### config.mk
export PLATFORM = sky130hd
export DESIGN_NAME = tcp_timer
export DESIGN_NICKNAME = d
export VERILOG_FILES = /design/src/hdl/tcp_pkg.sv /design/src/hdl/tcp_timer.sv
export SDC_FILE = /design/constraint.sdc
export NUM_CORES = 1
export LEC_CHECK = 0
export BUFFER_PORTS_ARGS = -buffer_cell sky130_fd_sc_hd__buf_2
export CORE_UTILIZATION = 30
export CTS_CLUSTER_SIZE = 28
export DETAILED_ROUTE_END_ITERATION = 6
export PLACE_DENSITY = 0.55
export RECOVER_POWER = 100
export SLEW_MARGIN = 0
export SYNTH_ARGS = -nofsm -noshare
export SYNTH_HDL_FRONTEND = slang
export SYNTH_SLANG_ARGS = --single-unit
### constraint.sdc
create_clock -name core_clk -period 3.59 [get_ports core_clk]
set_input_delay 0.1795 -clock core_clk [delete_from_list [all_inputs] [get_ports core_clk]]
set_output_delay 0.1795 -clock core_clk [all_outputs]
set_load 0.02 [all_outputs]
### src/hdl/tcp_pkg.sv
// package: register map, field positions, reset values and timing for the 8-bit timer/counter
package tcp_pkg;

  // register byte offsets on the AXI4-Lite bus
  localparam logic [7:0] TCP_COUNT_OFS   = 8'h00;
  localparam logic [7:0] TCP_OPTION_OFS  = 8'h04;
  localparam logic [7:0] TCP_INTCTL_OFS  = 8'h08;
  localparam logic [7:0] TCP_STATUS_OFS  = 8'h0C;

  // option register fields
  localparam int TCP_OPT_CS_BIT      = 5;
  localparam int TCP_OPT_SE_BIT      = 4;
  localparam int TCP_OPT_ASSIGN_BIT  = 3;
  localparam int TCP_OPT_PS_MSB      = 2;
  localparam int TCP_OPT_PS_LSB      = 0;
  localparam logic [5:0] TCP_OPTION_RST = 6'h3F;

  // interrupt control register fields
  localparam int TCP_INT_EN_BIT   = 5;
  localparam int TCP_INT_FLAG_BIT = 2;

  // reset values
  localparam logic [7:0] TCP_COUNT_RST = 8'h00;
  localparam logic [7:0] TCP_PRESC_RST = 8'h00;

  // instruction cycle: four phase clocks of the core clock
  localparam int          TCP_PHASES      = 4;
  localparam logic [1:0]  TCP_PH_Q1       = 2'h0;
  localparam logic [1:0]  TCP_PH_Q2       = 2'h1;
  localparam logic [1:0]  TCP_PH_Q3       = 2'h2;
  localparam logic [1:0]  TCP_PH_Q4       = 2'h3;

  // counting held off for this many instruction cycles after a count write
  localparam logic [1:0]  TCP_WR_INHIBIT  = 2'h2;

  // AXI responses
  localparam logic [1:0]  TCP_RESP_OKAY   = 2'h0;
  localparam logic [1:0]  TCP_RESP_SLVERR = 2'h2;

  typedef enum logic [1:0] {
    TCP_SRC_INSTR,
    TCP_SRC_EXT
  } tcp_src_t;

endpackage

### src/hdl/tcp_timer.sv
// 8-bit timer/counter with shared prescaler, watchdog hand-off and AXI4-Lite registers
//
// The implementer's own choices: register access over AXI4-Lite and the register addresses.
`timescale 1ns/100ps
`default_nettype none

module tcp_timer
  import tcp_pkg::*;
(
  input  wire logic        core_clk,
  input  wire logic        rstn,
  // AXI4-Lite slave
  input  wire logic [7:0]  s_axi_awaddr,
  input  wire logic        s_axi_awvalid,
  output logic             s_axi_awready,
  input  wire logic [31:0] s_axi_wdata,
  input  wire logic [3:0]  s_axi_wstrb,
  input  wire logic        s_axi_wvalid,
  output logic             s_axi_wready,
  output logic [1:0]       s_axi_bresp,
  output logic             s_axi_bvalid,
  input  wire logic        s_axi_bready,
  input  wire logic [7:0]  s_axi_araddr,
  input  wire logic        s_axi_arvalid,
  output logic             s_axi_arready,
  output logic [31:0]      s_axi_rdata,
  output logic [1:0]       s_axi_rresp,
  output logic             s_axi_rvalid,
  input  wire logic        s_axi_rready,
  // pin and core-side signals
  input  wire logic        external_count_input,
  input  wire logic        sleep_mode,
  input  wire logic        watchdog_clear_instruction,
  input  wire logic        watchdog_tick_in,
  output logic             watchdog_tick_out,
  output logic             irq
);

  // instruction-cycle phase divider
  logic [1:0] phase_reg;
  logic       instr_tick;
  logic       sample_phase;

  always_ff @(posedge core_clk) begin
    if (!rstn) begin
      phase_reg <= TCP_PH_Q1;
    end else begin
      phase_reg <= phase_reg + 2'h1;
    end
  end

  assign instr_tick   = (phase_reg == TCP_PH_Q4);
  assign sample_phase = (phase_reg == TCP_PH_Q2) || (phase_reg == TCP_PH_Q4);

  // registers
  logic [7:0] count_reg;
  logic [5:0] option_reg;
  logic       overflow_flag_reg;
  logic       overflow_enable_reg;
  logic [1:0] inhibit_reg;
  logic [7:0] presc_reg;

  logic       clock_source_select;
  logic       source_edge_select;
  logic       prescaler_assignment;
  logic [2:0] prescale_ratio_field;

  assign clock_source_select  = option_reg[TCP_OPT_CS_BIT];
  assign source_edge_select   = option_reg[TCP_OPT_SE_BIT];
  assign prescaler_assignment = option_reg[TCP_OPT_ASSIGN_BIT];
  assign prescale_ratio_field = option_reg[TCP_OPT_PS_MSB:TCP_OPT_PS_LSB];

  // external pin synchroniser and edge select
  logic ext_meta_reg;
  logic ext_sync_reg;
  logic ext_prev_reg;
  logic ext_edge;

  always_ff @(posedge core_clk) begin
    if (!rstn) begin
      ext_meta_reg <= 1'b0;
      ext_sync_reg <= 1'b0;
      ext_prev_reg <= 1'b0;
    end else begin
      ext_meta_reg <= external_count_input;
      ext_sync_reg <= ext_meta_reg;
      ext_prev_reg <= ext_sync_reg;
    end
  end

  // rising when select is zero, falling when one
  assign ext_edge = source_edge_select ? (ext_prev_reg && !ext_sync_reg)
                                       : (!ext_prev_reg && ext_sync_reg);

  // source selection
  tcp_src_t src_sel;
  logic     src_event;

  assign src_sel   = clock_source_select ? TCP_SRC_EXT : TCP_SRC_INSTR;
  assign src_event = (src_sel == TCP_SRC_EXT) ? ext_edge : instr_tick;

  // bus decode (write side)
  logic       aw_hold_reg;
  logic [7:0] aw_addr_reg;
  logic       w_hold_reg;
  logic [31:0] w_data_reg;
  logic [3:0] w_strb_reg;
  logic       wr_fire;
  logic       wr_count;
  logic       wr_option;
  logic       wr_intctl;
  logic       wr_mapped;

  assign wr_fire   = aw_hold_reg && w_hold_reg && !s_axi_bvalid;
  assign wr_count  = wr_fire && (aw_addr_reg == TCP_COUNT_OFS) && w_strb_reg[0];
  assign wr_option = wr_fire && (aw_addr_reg == TCP_OPTION_OFS) && w_strb_reg[0];
  assign wr_intctl = wr_fire && (aw_addr_reg == TCP_INTCTL_OFS) && w_strb_reg[0];
  assign wr_mapped = (aw_addr_reg == TCP_COUNT_OFS) || (aw_addr_reg == TCP_OPTION_OFS) ||
                     (aw_addr_reg == TCP_INTCTL_OFS) || (aw_addr_reg == TCP_STATUS_OFS);

  // shared prescaler
  // the pin is resynchronised before division too, because no logic may see the raw pin;
  // the divided output is then sampled again on Q2/Q4, which caps external rate at core_clk/2
  logic       presc_step;
  logic       presc_clear;
  logic       presc_tap;
  logic [7:0] presc_mask;
  logic       presc_pend_reg;
  logic       timer_inc;

  // counter ratio 2^(n+1); watchdog ratio 2^n so its 1:1 setting is reachable
  always_comb begin
    presc_mask = 8'h00;
    if (!prescaler_assignment) begin
      presc_mask = 8'(9'h002 << prescale_ratio_field) - 8'h01;
    end else begin
      presc_mask = 8'(9'h001 << prescale_ratio_field) - 8'h01;
    end
  end

  assign presc_step  = prescaler_assignment ? watchdog_tick_in : (src_event && !sleep_mode);
  assign presc_clear = (wr_count && !prescaler_assignment) ||
                       (watchdog_clear_instruction && prescaler_assignment);
  assign presc_tap   = presc_step && ((presc_reg & presc_mask) == presc_mask);

  // internal count only; no bus path reads or loads it
  always_ff @(posedge core_clk) begin
    if (!rstn) begin
      presc_reg <= TCP_PRESC_RST;
    end else if (presc_clear) begin
      presc_reg <= TCP_PRESC_RST;
    end else if (presc_step) begin
      presc_reg <= presc_reg + 8'h01;
    end
  end

  assign watchdog_tick_out = prescaler_assignment && presc_tap;

  // counter-side division: straight 1:1 when assigned to the watchdog, else prescaler output
  logic div_out;
  assign div_out = prescaler_assignment ? (src_event && !sleep_mode) : presc_tap;

  // resynchronise the divided output to Q2/Q4 sample points
  always_ff @(posedge core_clk) begin
    if (!rstn) begin
      presc_pend_reg <= 1'b0;
    end else if (sleep_mode || wr_count) begin
      presc_pend_reg <= 1'b0;
    end else if (div_out) begin
      presc_pend_reg <= 1'b1;
    end else if (sample_phase) begin
      presc_pend_reg <= 1'b0;
    end
  end

  assign timer_inc = presc_pend_reg && sample_phase && !sleep_mode && (inhibit_reg == 2'h0);

  // write inhibit
  always_ff @(posedge core_clk) begin
    if (!rstn) begin
      inhibit_reg <= 2'h0;
    end else if (wr_count) begin
      inhibit_reg <= TCP_WR_INHIBIT;
    end else if (instr_tick && (inhibit_reg != 2'h0)) begin
      inhibit_reg <= inhibit_reg - 2'h1;
    end
  end

  // count register
  logic overflow_event;
  assign overflow_event = timer_inc && (count_reg == 8'hFF) && !wr_count;

  always_ff @(posedge core_clk) begin
    if (!rstn) begin
      count_reg <= TCP_COUNT_RST;
    end else if (wr_count) begin
      count_reg <= w_data_reg[7:0];
    end else if (timer_inc) begin
      count_reg <= count_reg + 8'h01;
    end
  end

  // option register
  always_ff @(posedge core_clk) begin
    if (!rstn) begin
      option_reg <= TCP_OPTION_RST;
    end else if (wr_option) begin
      option_reg <= w_data_reg[5:0];
    end
  end

  // read side
  logic        rd_status;
  logic [31:0] rd_data_next;
  logic        rd_ok_next;

  // same word decode as the read mux, so any byte address of the word clears
  assign rd_status = s_axi_arvalid && s_axi_arready && ({s_axi_araddr[7:2], 2'h0} == TCP_STATUS_OFS);

  // interrupt control
  // a set in the same cycle as a clear wins, so no overflow is lost
  always_ff @(posedge core_clk) begin
    if (!rstn) begin
      overflow_flag_reg <= 1'b0;
    end else if (overflow_event) begin
      overflow_flag_reg <= 1'b1;
    end else if (wr_intctl && !w_data_reg[TCP_INT_FLAG_BIT]) begin
      overflow_flag_reg <= 1'b0;
    end else if (rd_status) begin
      overflow_flag_reg <= 1'b0;
    end else if (wr_intctl) begin
      overflow_flag_reg <= 1'b1;
    end
  end

  always_ff @(posedge core_clk) begin
    if (!rstn) begin
      overflow_enable_reg <= 1'b0;
    end else if (wr_intctl) begin
      overflow_enable_reg <= w_data_reg[TCP_INT_EN_BIT];
    end
  end

  assign irq = overflow_flag_reg && overflow_enable_reg;

  // AXI4-Lite write channel
  // no new write is taken while its answer still waits for bready
  assign s_axi_awready = !aw_hold_reg && !s_axi_bvalid;
  assign s_axi_wready  = !w_hold_reg && !s_axi_bvalid;

  always_ff @(posedge core_clk) begin
    if (!rstn) begin
      aw_hold_reg <= 1'b0;
      aw_addr_reg <= 8'h00;
    end else if (s_axi_awvalid && s_axi_awready) begin
      aw_hold_reg <= 1'b1;
      aw_addr_reg <= {s_axi_awaddr[7:2], 2'h0};
    end else if (wr_fire) begin
      aw_hold_reg <= 1'b0;
    end
  end

  always_ff @(posedge core_clk) begin
    if (!rstn) begin
      w_hold_reg <= 1'b0;
      w_data_reg <= 32'h0000_0000;
      w_strb_reg <= 4'h0;
    end else if (s_axi_wvalid && s_axi_wready) begin
      w_hold_reg <= 1'b1;
      w_data_reg <= s_axi_wdata;
      w_strb_reg <= s_axi_wstrb;
    end else if (wr_fire) begin
      w_hold_reg <= 1'b0;
    end
  end

  always_ff @(posedge core_clk) begin
    if (!rstn) begin
      s_axi_bvalid <= 1'b0;
      s_axi_bresp  <= TCP_RESP_OKAY;
    end else if (wr_fire) begin
      s_axi_bvalid <= 1'b1;
      s_axi_bresp  <= wr_mapped ? TCP_RESP_OKAY : TCP_RESP_SLVERR;
    end else if (s_axi_bready) begin
      s_axi_bvalid <= 1'b0;
    end
  end

  // AXI4-Lite read channel
  assign s_axi_arready = !s_axi_rvalid;

  always_comb begin
    rd_data_next = 32'h0000_0000;
    rd_ok_next   = 1'b1;
    case ({s_axi_araddr[7:2], 2'h0})
      TCP_COUNT_OFS: begin
        rd_data_next[7:0] = count_reg;
      end
      TCP_OPTION_OFS: begin
        rd_data_next[5:0] = option_reg;
      end
      TCP_INTCTL_OFS: begin
        rd_data_next[TCP_INT_EN_BIT]   = overflow_enable_reg;
        rd_data_next[TCP_INT_FLAG_BIT] = overflow_flag_reg;
      end
      TCP_STATUS_OFS: begin
        rd_data_next[TCP_INT_FLAG_BIT] = overflow_flag_reg;
      end
      default: begin
        rd_ok_next = 1'b0;
      end
    endcase
  end

  always_ff @(posedge core_clk) begin
    if (!rstn) begin
      s_axi_rvalid <= 1'b0;
      s_axi_rdata  <= 32'h0000_0000;
      s_axi_rresp  <= TCP_RESP_OKAY;
    end else if (s_axi_arvalid && s_axi_arready) begin
      s_axi_rvalid <= 1'b1;
      s_axi_rdata  <= rd_data_next;
      s_axi_rresp  <= rd_ok_next ? TCP_RESP_OKAY : TCP_RESP_SLVERR;
    end else if (s_axi_rready) begin
      s_axi_rvalid <= 1'b0;
    end
  end

endmodule

`default_nettype wire

# After elaboration in Yosys (flattened, before gate mapping)
# Index checks and enable logic that the tools add are counted.
dict set report totals {
  in_bits 63
  regBits 63
  output_inout_bits 43
  elab_cells 136
}
dict set report classes {
  bitwise 2
  n_addsub 6
  shifts 2
  n_mux 31
  n_eq_ne 11
  n_reduce_logical 62
}
# operator count
set ops {}
lappend ops {{1-bit logical AND} 29}
lappend ops {{6-bit by 2-bit == test with 1-bit output, second input constant} 4}
lappend ops {{8-bit 2-to-1 mux} 3}
lappend ops {{1-bit 2-to-1 mux} 19}
lappend ops {{8-bit by 1-bit adder with 8-bit output, second input constant} 2}
lappend ops {{2-bit nonzero test} 8}
lappend ops {{8-bit by 1-bit subtractor with 8-bit output, second input constant} 2}
lappend ops {{6-bit by 1-bit == test with 1-bit output, second input constant} 2}
lappend ops {{1-bit logical NOT} 10}
lappend ops {{2-bit 2-to-1 mux} 5}
lappend ops {{8-bit AND} 1}
lappend ops {{8-bit == test} 1}
lappend ops {{8-bit == test, second input constant} 1}
lappend ops {{8-bit logical NOT} 1}
lappend ops {{2-bit case mux with 2 select lines} 2}
lappend ops {{2-bit OR reduction} 4}
lappend ops {{1-bit by 3-bit << shifter with 8-bit output, first input constant} 1}
lappend ops {{2-bit by 3-bit << shifter with 8-bit output, first input constant} 1}
lappend ops {{6-bit logical NOT} 1}
lappend ops {{1-bit logical OR} 6}
lappend ops {{1-bit case mux with 3 select lines} 2}
lappend ops {{4-bit nonzero test} 1}
lappend ops {{4-bit OR reduction} 1}
lappend ops {{2-bit by 1-bit adder with 2-bit output, second input constant} 1}
lappend ops {{6 further kinds} 6}

# Longest topological paths before layout
# Gate-level depths: netlist of run 1.
dict set report depth {
  ltp_word 9
  mapped_depth 10
  depth_no_buf 9
}

# Worst setup path after synthesis of run 1
# No wires, ideal clock.
dict set report synth_path {
  path_type {reg2out}
  from {register option_reg[0]}
  to {output watchdog_tick_out}
  arrival_time_ps 2412
  t_required_ps 3411
  n_path_buf 0
  path_stages_with_launch 10
  setup_slack_ps 998
  cell_sequence {dfxtp_1 inv_1 ha_1 nand2_1 ha_1 or3b_1 nand4b_1 a31oi_1 or4_4 nor2_1}
}
dict set report synth_between {
  elab_chain_len 7
  word_cells_on_any_way 9
  cone_classes {2 x add/sub; 1 x eq/ne; 2 x shift; 1 x mux; 1 x bitwise; 2 x reduce/logical}
}
# item line_no
set synth_lines {}
lappend synth_lines {{start, declared} tcp_timer.sv:57} ;# logic [5:0] option_reg;
lappend synth_lines {{start signal, assigned} tcp_timer.sv:208} ;# option_reg <= w_data_reg[5:0];
lappend synth_lines {{2-bit by 3-bit << shifter with 8-bit output / 1-bit by 3-bit << shifter with 8-bit output (equally long branches)} {tcp_timer.sv:135, tcp_timer.sv:137}}
lappend synth_lines {{8-bit by 1-bit subtractor with 8-bit output (on tied branches)} {tcp_timer.sv:135, tcp_timer.sv:137}}
lappend synth_lines {{8-bit 2-to-1 mux (*)} tcp_timer.sv:134} ;# if (!prescaler_assignment) begin
lappend synth_lines {{8-bit AND} tcp_timer.sv:144} ;# assign presc_tap = presc_step && ((presc_reg & presc_mask) == presc_mask);
lappend synth_lines {{8-bit == test (*)} tcp_timer.sv:144}
lappend synth_lines {{1-bit logical AND (*)} tcp_timer.sv:144}
lappend synth_lines {{1-bit logical AND (*)} tcp_timer.sv:157} ;# assign watchdog_tick_out = prescaler_assignment && presc_tap;
lappend synth_lines {{end, declared} tcp_timer.sv:35} ;# output logic watchdog_tick_out,
# Every way passes the cells marked *; elsewhere a longest branch is shown, timed or not.

# Worst setup path after layout of run 1
# Ends and elaborated chain as after synthesis.

==> reports/results.ini, run 1 <==
[placement]
placedCellCount = 530
routabilityCongestion = 0.750
portBuffers = 48
dp_hpwl_microns = 4840

[worst_setup_path]
critPathCapture = watchdog_tick_out
cp-startpoint = option_reg[0]$_SDFFE_PN1P_
path_cells = inv_1, ha_1, nand2_1, ha_1, or3b_1, nand4b_1, a31oi_1, or4_1, nor2_1, buf_2
cp-start-kind = flip-flop
crit_slowest_cell = or4_1
cp.arrival_ns = 3.03
crit_type = reg2out
crit_fanout = 8
r2r_start = option_reg[0]$_SDFFE_PN1P_
reg2reg_setup_slack_ns = 0.77
r2r_cells = 9
timing.rr.end = presc_pend_reg$_SDFFE_PP0P_
end_kind = output pin
cp_common_cell = ha_1
required_ns = 3.41
critical_path.max_stage_delay_ns = 0.62

[run]
cap_violations = 1

[worst_hold_path]
hp-class = in2reg
hold_path_depth = 2

[power_and_ir_drop]
power.density_mw_per_mm2 = 412
seq_power_share = 0.493
leakage_nw = 1.40
pwr-share-clk = 0.415
vdd_drop_max_v = 0.000173
p_sw_mw = 0.378
p_int_mw = 1.08
switching_share = 0.259
combPwrFrac = 0.092

[cells_and_area]
drive_gt1_frac = 0.138
fin_nets = 479
fillers = 1064
final_common_cell = dfxtp_1
num_antenna_cells = 0
final_cells = 546
synthToLayoutAreaGrowth_pct = 13.0
final_cell_mix = 61 x dfxtp_1, 47 x nor2_1, 35 x nand2_1

[drt]
drt_iter0_drc = 134
drc = 0
firstDrtPassIters = 4
ant_nets = 0
wirelength_microns = 6690
vias_per_cell = 4.68
vias = 2553
avgRoutedWirePerCell_microns = 12.3

[yosys]
synth-compound-area-share = 0.151
synth_top_family_by_area = simple AND/OR/NAND/NOR gates
synth_xor_area_frac = 0.0420
ys_seq_area_frac = 0.390
syn_area_sq_mm = 0.00313
synth_mux_area_frac = 0.0639
synth_edf_count = 0
synth-simple-area-share = 0.219
syn_inst = 363
ys_seq_elements = 61
async_reset_ff_frac = 0
synthTopCellsByArea = dfxtp_1 39%, mux2i_1 6.4%, buf_4 6.2%
synth_top_area_cell = dfxtp_1
synth_top_flop_cell = dfxtp_1
synth_cell_types = 54
avgSynthCellArea_sq_um = 8.62
yosys_warnings = 0
synth_adder_area_share = 0.0320
yosysTopAreaCellShare = 0.390

[grt]
grt_overflow = 0
track_usage = 0.135
grt_first_pass_wirelength_microns = 11900
antenna_found_initial = 0
grt_pass1_vias = 2475
grt_max_degree = 44

[sta]
rsz0062_at_grt = no
slew_headroom = -0.301
fin_crit_sh = 0.895
period_needed_ns = 3.21
hold_viol = 0
skew_ns = 0.00800
setup_viol = 0
worst_slew_pin_slew_ns = 1.95
fin_hold_ws_ns = 0.0530
slew_violations = 44
max_freq_ghz = 0.311
final.setup.tns_ns = 0

[die]
io_pins = 106
die_area_sq_mm = 0.0108
chipWidth_microns = 104
rows = 36
initial_utilization = 0.314
core_sq_mm = 0.00995
die_h_microns = 104

[clock_tree]
clk_latency_ns = 0.33
cts_made_buffers = 9
cts.reportedPaths.clkPinSlew_ns = 0.07
ctsRootBufferMaster = clkbuf_8
cts_hold_buf = 0
h-tree-depth = 3
cts-resized-gates = 0
cts_max_path_buffers = 2
cts_tree = done
cts_num_sinks = 61
cts_setup_buffers = 0

[status]
status = finished with violations
violations = capacitance limit, slew limit

==> worst min-delay path by stage <==
stage	start	to	slack (ns)
final	external_count_input	ext_meta_reg$_SDFF_PN0_	0.05
after global routing	external_count_input	ext_meta_reg$_SDFF_PN0_	0.07
after CTS	external_count_input	ext_meta_reg$_SDFF_PN0_	0.04
after detailed placement	external_count_input	ext_meta_reg$_SDFF_PN0_	0.39
after global placement	external_count_input	ext_meta_reg$_SDFF_PN0_	0.40
after floorplan	sleep_mode	presc_pend_reg$_SDFFE_PP0P_	0.25
==> cells in the mapped netlist (6+ instances only) <==
master and count:
and2_1 6, nor2_1 47, o21ai_0 9, a21oi_1 25, ha_1 8, mux2i_1 20, a211oi_1 10, nand2b_1 6
buf_4 26, dfxtp_1 61, clkbuf_1 11, xor2_1 8, xnor2_1 7, nand2_1 35, inv_1 9
==> worst max-delay path: cells and delay by family (launching register included) <==
family | cells | cell delay, ns
adder cells (fa/ha/maj) | 2 | 0.68
buffers and inverters | 2 | 0.25
flip-flops | 1 | 0.36
AO/OA/AOI/OAI | 1 | 0.08
AND/OR/NAND/NOR | 5 | 1.33
==> stage by stage <==
step	utilization	worst slack (ns)	instance area (sq um)	power (mW)
after detailed placement	0.339	0.803	3370	0.870
after floorplan	-	0.998	3220	0.850
final	0.355	0.376	3540	1.46
after global routing	0.355	0.164	3540	1.54
after CTS	0.359	0.425	3570	1.48
after global placement	0.339	0.834	3370	0.867
==> per-layer routing <==
layer  track usage  share of wire
met3        0.0376          0.038
met1         0.178           0.50
met2         0.215           0.46
met4        0.0367         0.0096
met5             0              0
==> power by group through the flow <==
stage	registers [mW]	clock network, mW	logic (mW)
floorplan	0.730	0	0.119
global placement	0.732	0	0.135
detailed placement	0.733	0	0.137
CTS	0.717	0.627	0.138
global route	0.721	0.668	0.152
finish	0.718	0.605	0.134
==> cells by family (layout without fill, tap and decap cells) <==
kind of cell / count (synthesis) / in the layout
other cells: 1 / 26
mux: 20 / 20
simple gates: 137 / 137
buf+inv: 51 / 76
xor+xnor: 15 / 15
flops: 61 / 61
fa+ha+maj: 8 / 8
compound gates: 70 / 70
==> layout make-up <==
| type | instances | area, sq um | share of cell area |
|---|---|---|---|
| Multi-Input combinational cell | 276 | 1680 | 0.475 |
| Sequential cell | 61 | 1220 | 0.345 |
| Timing Repair Buffer | 50 | 230 | 0.0651 |
| Tap cell | 133 | 166 | 0.0470 |
| Clock buffer | 10 | 138 | 0.0389 |
| Clock inverter | 6 | 62.6 | 0.0177 |
| Inverter | 10 | 37.5 | 0.0106 |
No activity file was read; power rests on OpenSTA's default activity.
==> run 2: changes to the inputs <==
ABC_AREA = 1   (was default)
GPL_TIMING_DRIVEN = 0   (was default)
==> run 2 against run 1 <==
The run now ends clean; clock power hardly changed; non-clock buffer count increased by 35; design area rose by 10%; fmax grew 17%; sequential cell count is the same; setup slack better by 0.46 ns; sequential power grew 0.8%; clock-buffer cell count unchanged; wire length increased by 20%; final cell count grew 24%; critical path type unchanged; largest power group unchanged; highest routed layer unchanged.
==> reports/results.ini, run 2 <==
[die]
initial_utilization = 0.314  ; about the same
io_pins = 106  ; unchanged
die_h_microns = 107  ; was 104 microns
core_sq_mm = 0.0105  ; was 0.00995 sq mm
die_area_sq_mm = 0.0114  ; was 0.0108 sq mm
chipWidth_microns = 107  ; was 104 microns
rows = 37  ; was 36

[worst_setup_path]
crit_slowest_cell = dfxtp_1  ; was or4_1
path_cells = inv_1, ha_1, nand3_1, ha_1, inv_1, nand2_1, nand3_1, nand2_1, inv_1, nand2_1, nor2_1, nand2_1, nor2_1, clkbuf_1  ; was inv_1, ha_1, nand2_1, ha_1, or3b_1, nand4b_1, a31oi_1, or4_1, nor2_1, buf_2
crit_type = reg2out  ; unchanged
required_ns = 3.41  ; about the same
cp-startpoint = option_reg[0]$_SDFFE_PN1P_  ; unchanged
path_buf_inv = 4  ; was 2
critical_path.max_stage_delay_ns = 0.39  ; was 0.62 ns
crit_fanout = 6  ; was 8
cp_common_cell = nand2_1  ; was ha_1
r2r_start = phase_reg[0]$_SDFF_PN0_  ; was option_reg[0]$_SDFFE_PN1P_
cp-start-kind = flip-flop  ; unchanged
end_kind = output pin  ; unchanged
critPathTopFamily = simple AND/OR/NAND/NOR gates  ; unchanged
cp.arrival_ns = 2.57  ; was 3.03 ns

[yosys]
yosys_warnings = 0  ; unchanged
synth_edf_count = 0  ; unchanged
syn_inst = 454  ; was 363
synth_top_area_cell = dfxtp_1  ; unchanged
synthTopCellsByArea = dfxtp_1 37%, nand2_1 8.7%, inv_1 7.0%  ; was dfxtp_1 39%, mux2i_1 6.4%, buf_4 6.2%
syn_area_sq_mm = 0.00328  ; was 0.00313 sq mm
ys_seq_area_frac = 0.372  ; was 0.390
yosysTopAreaCellShare = 0.372  ; was 0.390
avgSynthCellArea_sq_um = 7.23  ; was 8.62 sq um
async_reset_ff_frac = 0  ; unchanged
synth_cell_types = 39  ; was 54
synthTopCellsByCount = 76 x nand2_1, 61 x dfxtp_1, 61 x inv_1  ; was 61 x dfxtp_1, 47 x nor2_1, 35 x nand2_1
synth_top_flop_cell = dfxtp_1  ; unchanged
ys_seq_elements = 61  ; unchanged
synth.most_common_cell = nand2_1  ; was dfxtp_1

[cells_and_area]
final_cell_mix = 76 x nand2_1, 65 x inv_1, 61 x dfxtp_1  ; was 61 x dfxtp_1, 47 x nor2_1, 35 x nand2_1
finalInstanceArea_sq_mm = 0.00391  ; was 0.00354 sq mm
post-route-util = 0.373  ; was 0.355
synthToLayoutAreaGrowth_pct = 18.9  ; was 13.0%
drive_gt1_frac = 0.168  ; was 0.138
final_cells = 679  ; was 546
num_antenna_cells = 0  ; unchanged
fin_nets = 609  ; was 479
final_common_cell = nand2_1  ; was dfxtp_1

[clock_tree]
h-tree-depth = 3  ; unchanged
cts_setup_buffers = 0  ; unchanged
cts_made_buffers = 9  ; unchanged
cts.reportedPaths.clkPinSlew_ns = 0.06  ; was 0.07 ns
clk_latency_ns = 0.35  ; was 0.33 ns
cts_hold_buf = 0  ; unchanged
cts_tree = done  ; unchanged
ctsRootBufferMaster = clkbuf_8  ; unchanged
cts_num_sinks = 61  ; unchanged
cts-resized-gates = 0  ; unchanged
cts_max_path_buffers = 2  ; unchanged

[grt]
grt_pass1_vias = 2698  ; was 2475
track_usage = 0.148  ; was 0.135
grt_max_degree = 12  ; was 44
antenna_found_initial = 0  ; unchanged
grt_overflow = 0  ; unchanged
grt_first_pass_wirelength_microns = 13000  ; was 11900 microns

[sta]
rsz0062_at_grt = no  ; unchanged
fin_crit_sh = 0.767  ; was 0.895
slew_headroom = 0.271  ; was -0.301
worst_slew_pin_slew_ns = 1.08  ; was 1.95 ns
slew_violations = 0  ; was 44
fin_hold_ws_ns = 0.0228  ; was 0.0530 ns
setup_viol = 0  ; unchanged
final.setup.tns_ns = 0  ; unchanged
skew_ns = 0.0144  ; was 0.00800 ns
period_needed_ns = 2.75  ; was 3.21 ns
setup_ws_ns = 0.836  ; was 0.376 ns
hold_viol = 0  ; unchanged
max_freq_ghz = 0.363  ; was 0.311 GHz

[placement]
portBuffers = 48  ; unchanged
placed_cell_area_sq_mm = 0.00379  ; was 0.00337 sq mm
dp_hpwl_microns = 6270  ; was 4840 microns
routabilityCongestion = 0.823  ; was 0.750
pre_cts_slack_ns = 1.30  ; was 0.803 ns
placedCellCount = 663  ; was 530

[power_and_ir_drop]
power_mw = 1.52  ; was 1.46 mW
power.density_mw_per_mm2 = 388  ; was 412 mW/mm^2
leakage_nw = 1.91  ; was 1.40 nW
vdd_drop_max_v = 0.000347  ; was 0.000173 V

[drt]
drt_iter0_drc = 129  ; was 134
vias = 3031  ; was 2553
drc = 0  ; unchanged
ant_nets = 0  ; unchanged
wirelength_microns = 8010  ; was 6690 microns
avgRoutedWirePerCell_microns = 11.8  ; was 12.3 microns
vias_per_cell = 4.46  ; was 4.68
firstDrtPassIters = 4  ; unchanged

[worst_hold_path]
min_from = external_count_input  ; unchanged
hp-class = in2reg  ; unchanged

[status]
status = finished, final reports clean  ; was finished with violations

[run]
cap_violations = 0  ; was 1

-- run 2: cell count changes in the layout (fill, tap and decap cells not counted), moves of 13 or more --
cell,before,now
inv_1,9,65
nand2_1,35,76
mux2i_1,20,0
nand3_1,5,20
o21ai_0,9,36
a21oi_1,25,38
buf_4,1,26
-- run 2: report_power, final --
part,leakage (nW),switching (mW),internal [mW]
Clock,0.0923,0.287,0.319
Sequential,0.499,0.0171,0.707
Combinational,1.32,0.121,0.0645
-- run 2: worst paths after layout --
check                                    to  slack, ns  depth (start not counted)
setup / recovery          watchdog_tick_out       0.84                         14
hold / removal      ext_meta_reg$_SDFF_PN0_       0.02                          3
setup reg to reg  presc_reg[5]$_SDFFE_PP0P_       1.19                          8
hold reg to reg     ext_sync_reg$_SDFF_PN0_       0.41                          2
-- run 2: cell families (layout without fill, tap and decap cells) --
family                   after synthesis  count (layout)  share of synthesized area
AND/OR/NAND/NOR                      177             177                      0.256
adder cells (fa/ha/maj)                8               8                     0.0305
buffers and inverters                107             171                      0.159
AO/OA/AOI/OAI                         92              92                      0.160
XOR/XNOR                               8               8                     0.0213
flip-flops                            61              61                      0.372
other                                  1              26                    0.00114
-- run 2: cell type report --
type / instances / area [sq um]
fill: 1135 / 6560
multi-input combinational: 311 / 1580
sequential: 61 / 1220
inverter: 70 / 270
buffer: 37 / 251
timing repair buffer: 48 / 218
tap: 136 / 170
clock buffer: 10 / 128
clock inverter: 6 / 63.8
-- run 2: worst register-to-register path: stages (launching register included) --
cell and delay [ns]:
dfxtp_1 0.37, ha_1 0.22, nor2_1 0.05, nor2_1 0.15
o21ai_0 0.13, o21ai_0 0.74, nand2_1 0.23, o21ai_0 0.21
nor3b_1 0.22
-- run 2: per-layer routing --
metal  track usage  routed length [microns]
met2         0.238                     3620
met1         0.189                     3890
met4        0.0548                      148
met5             0                        0
met3        0.0371                      352
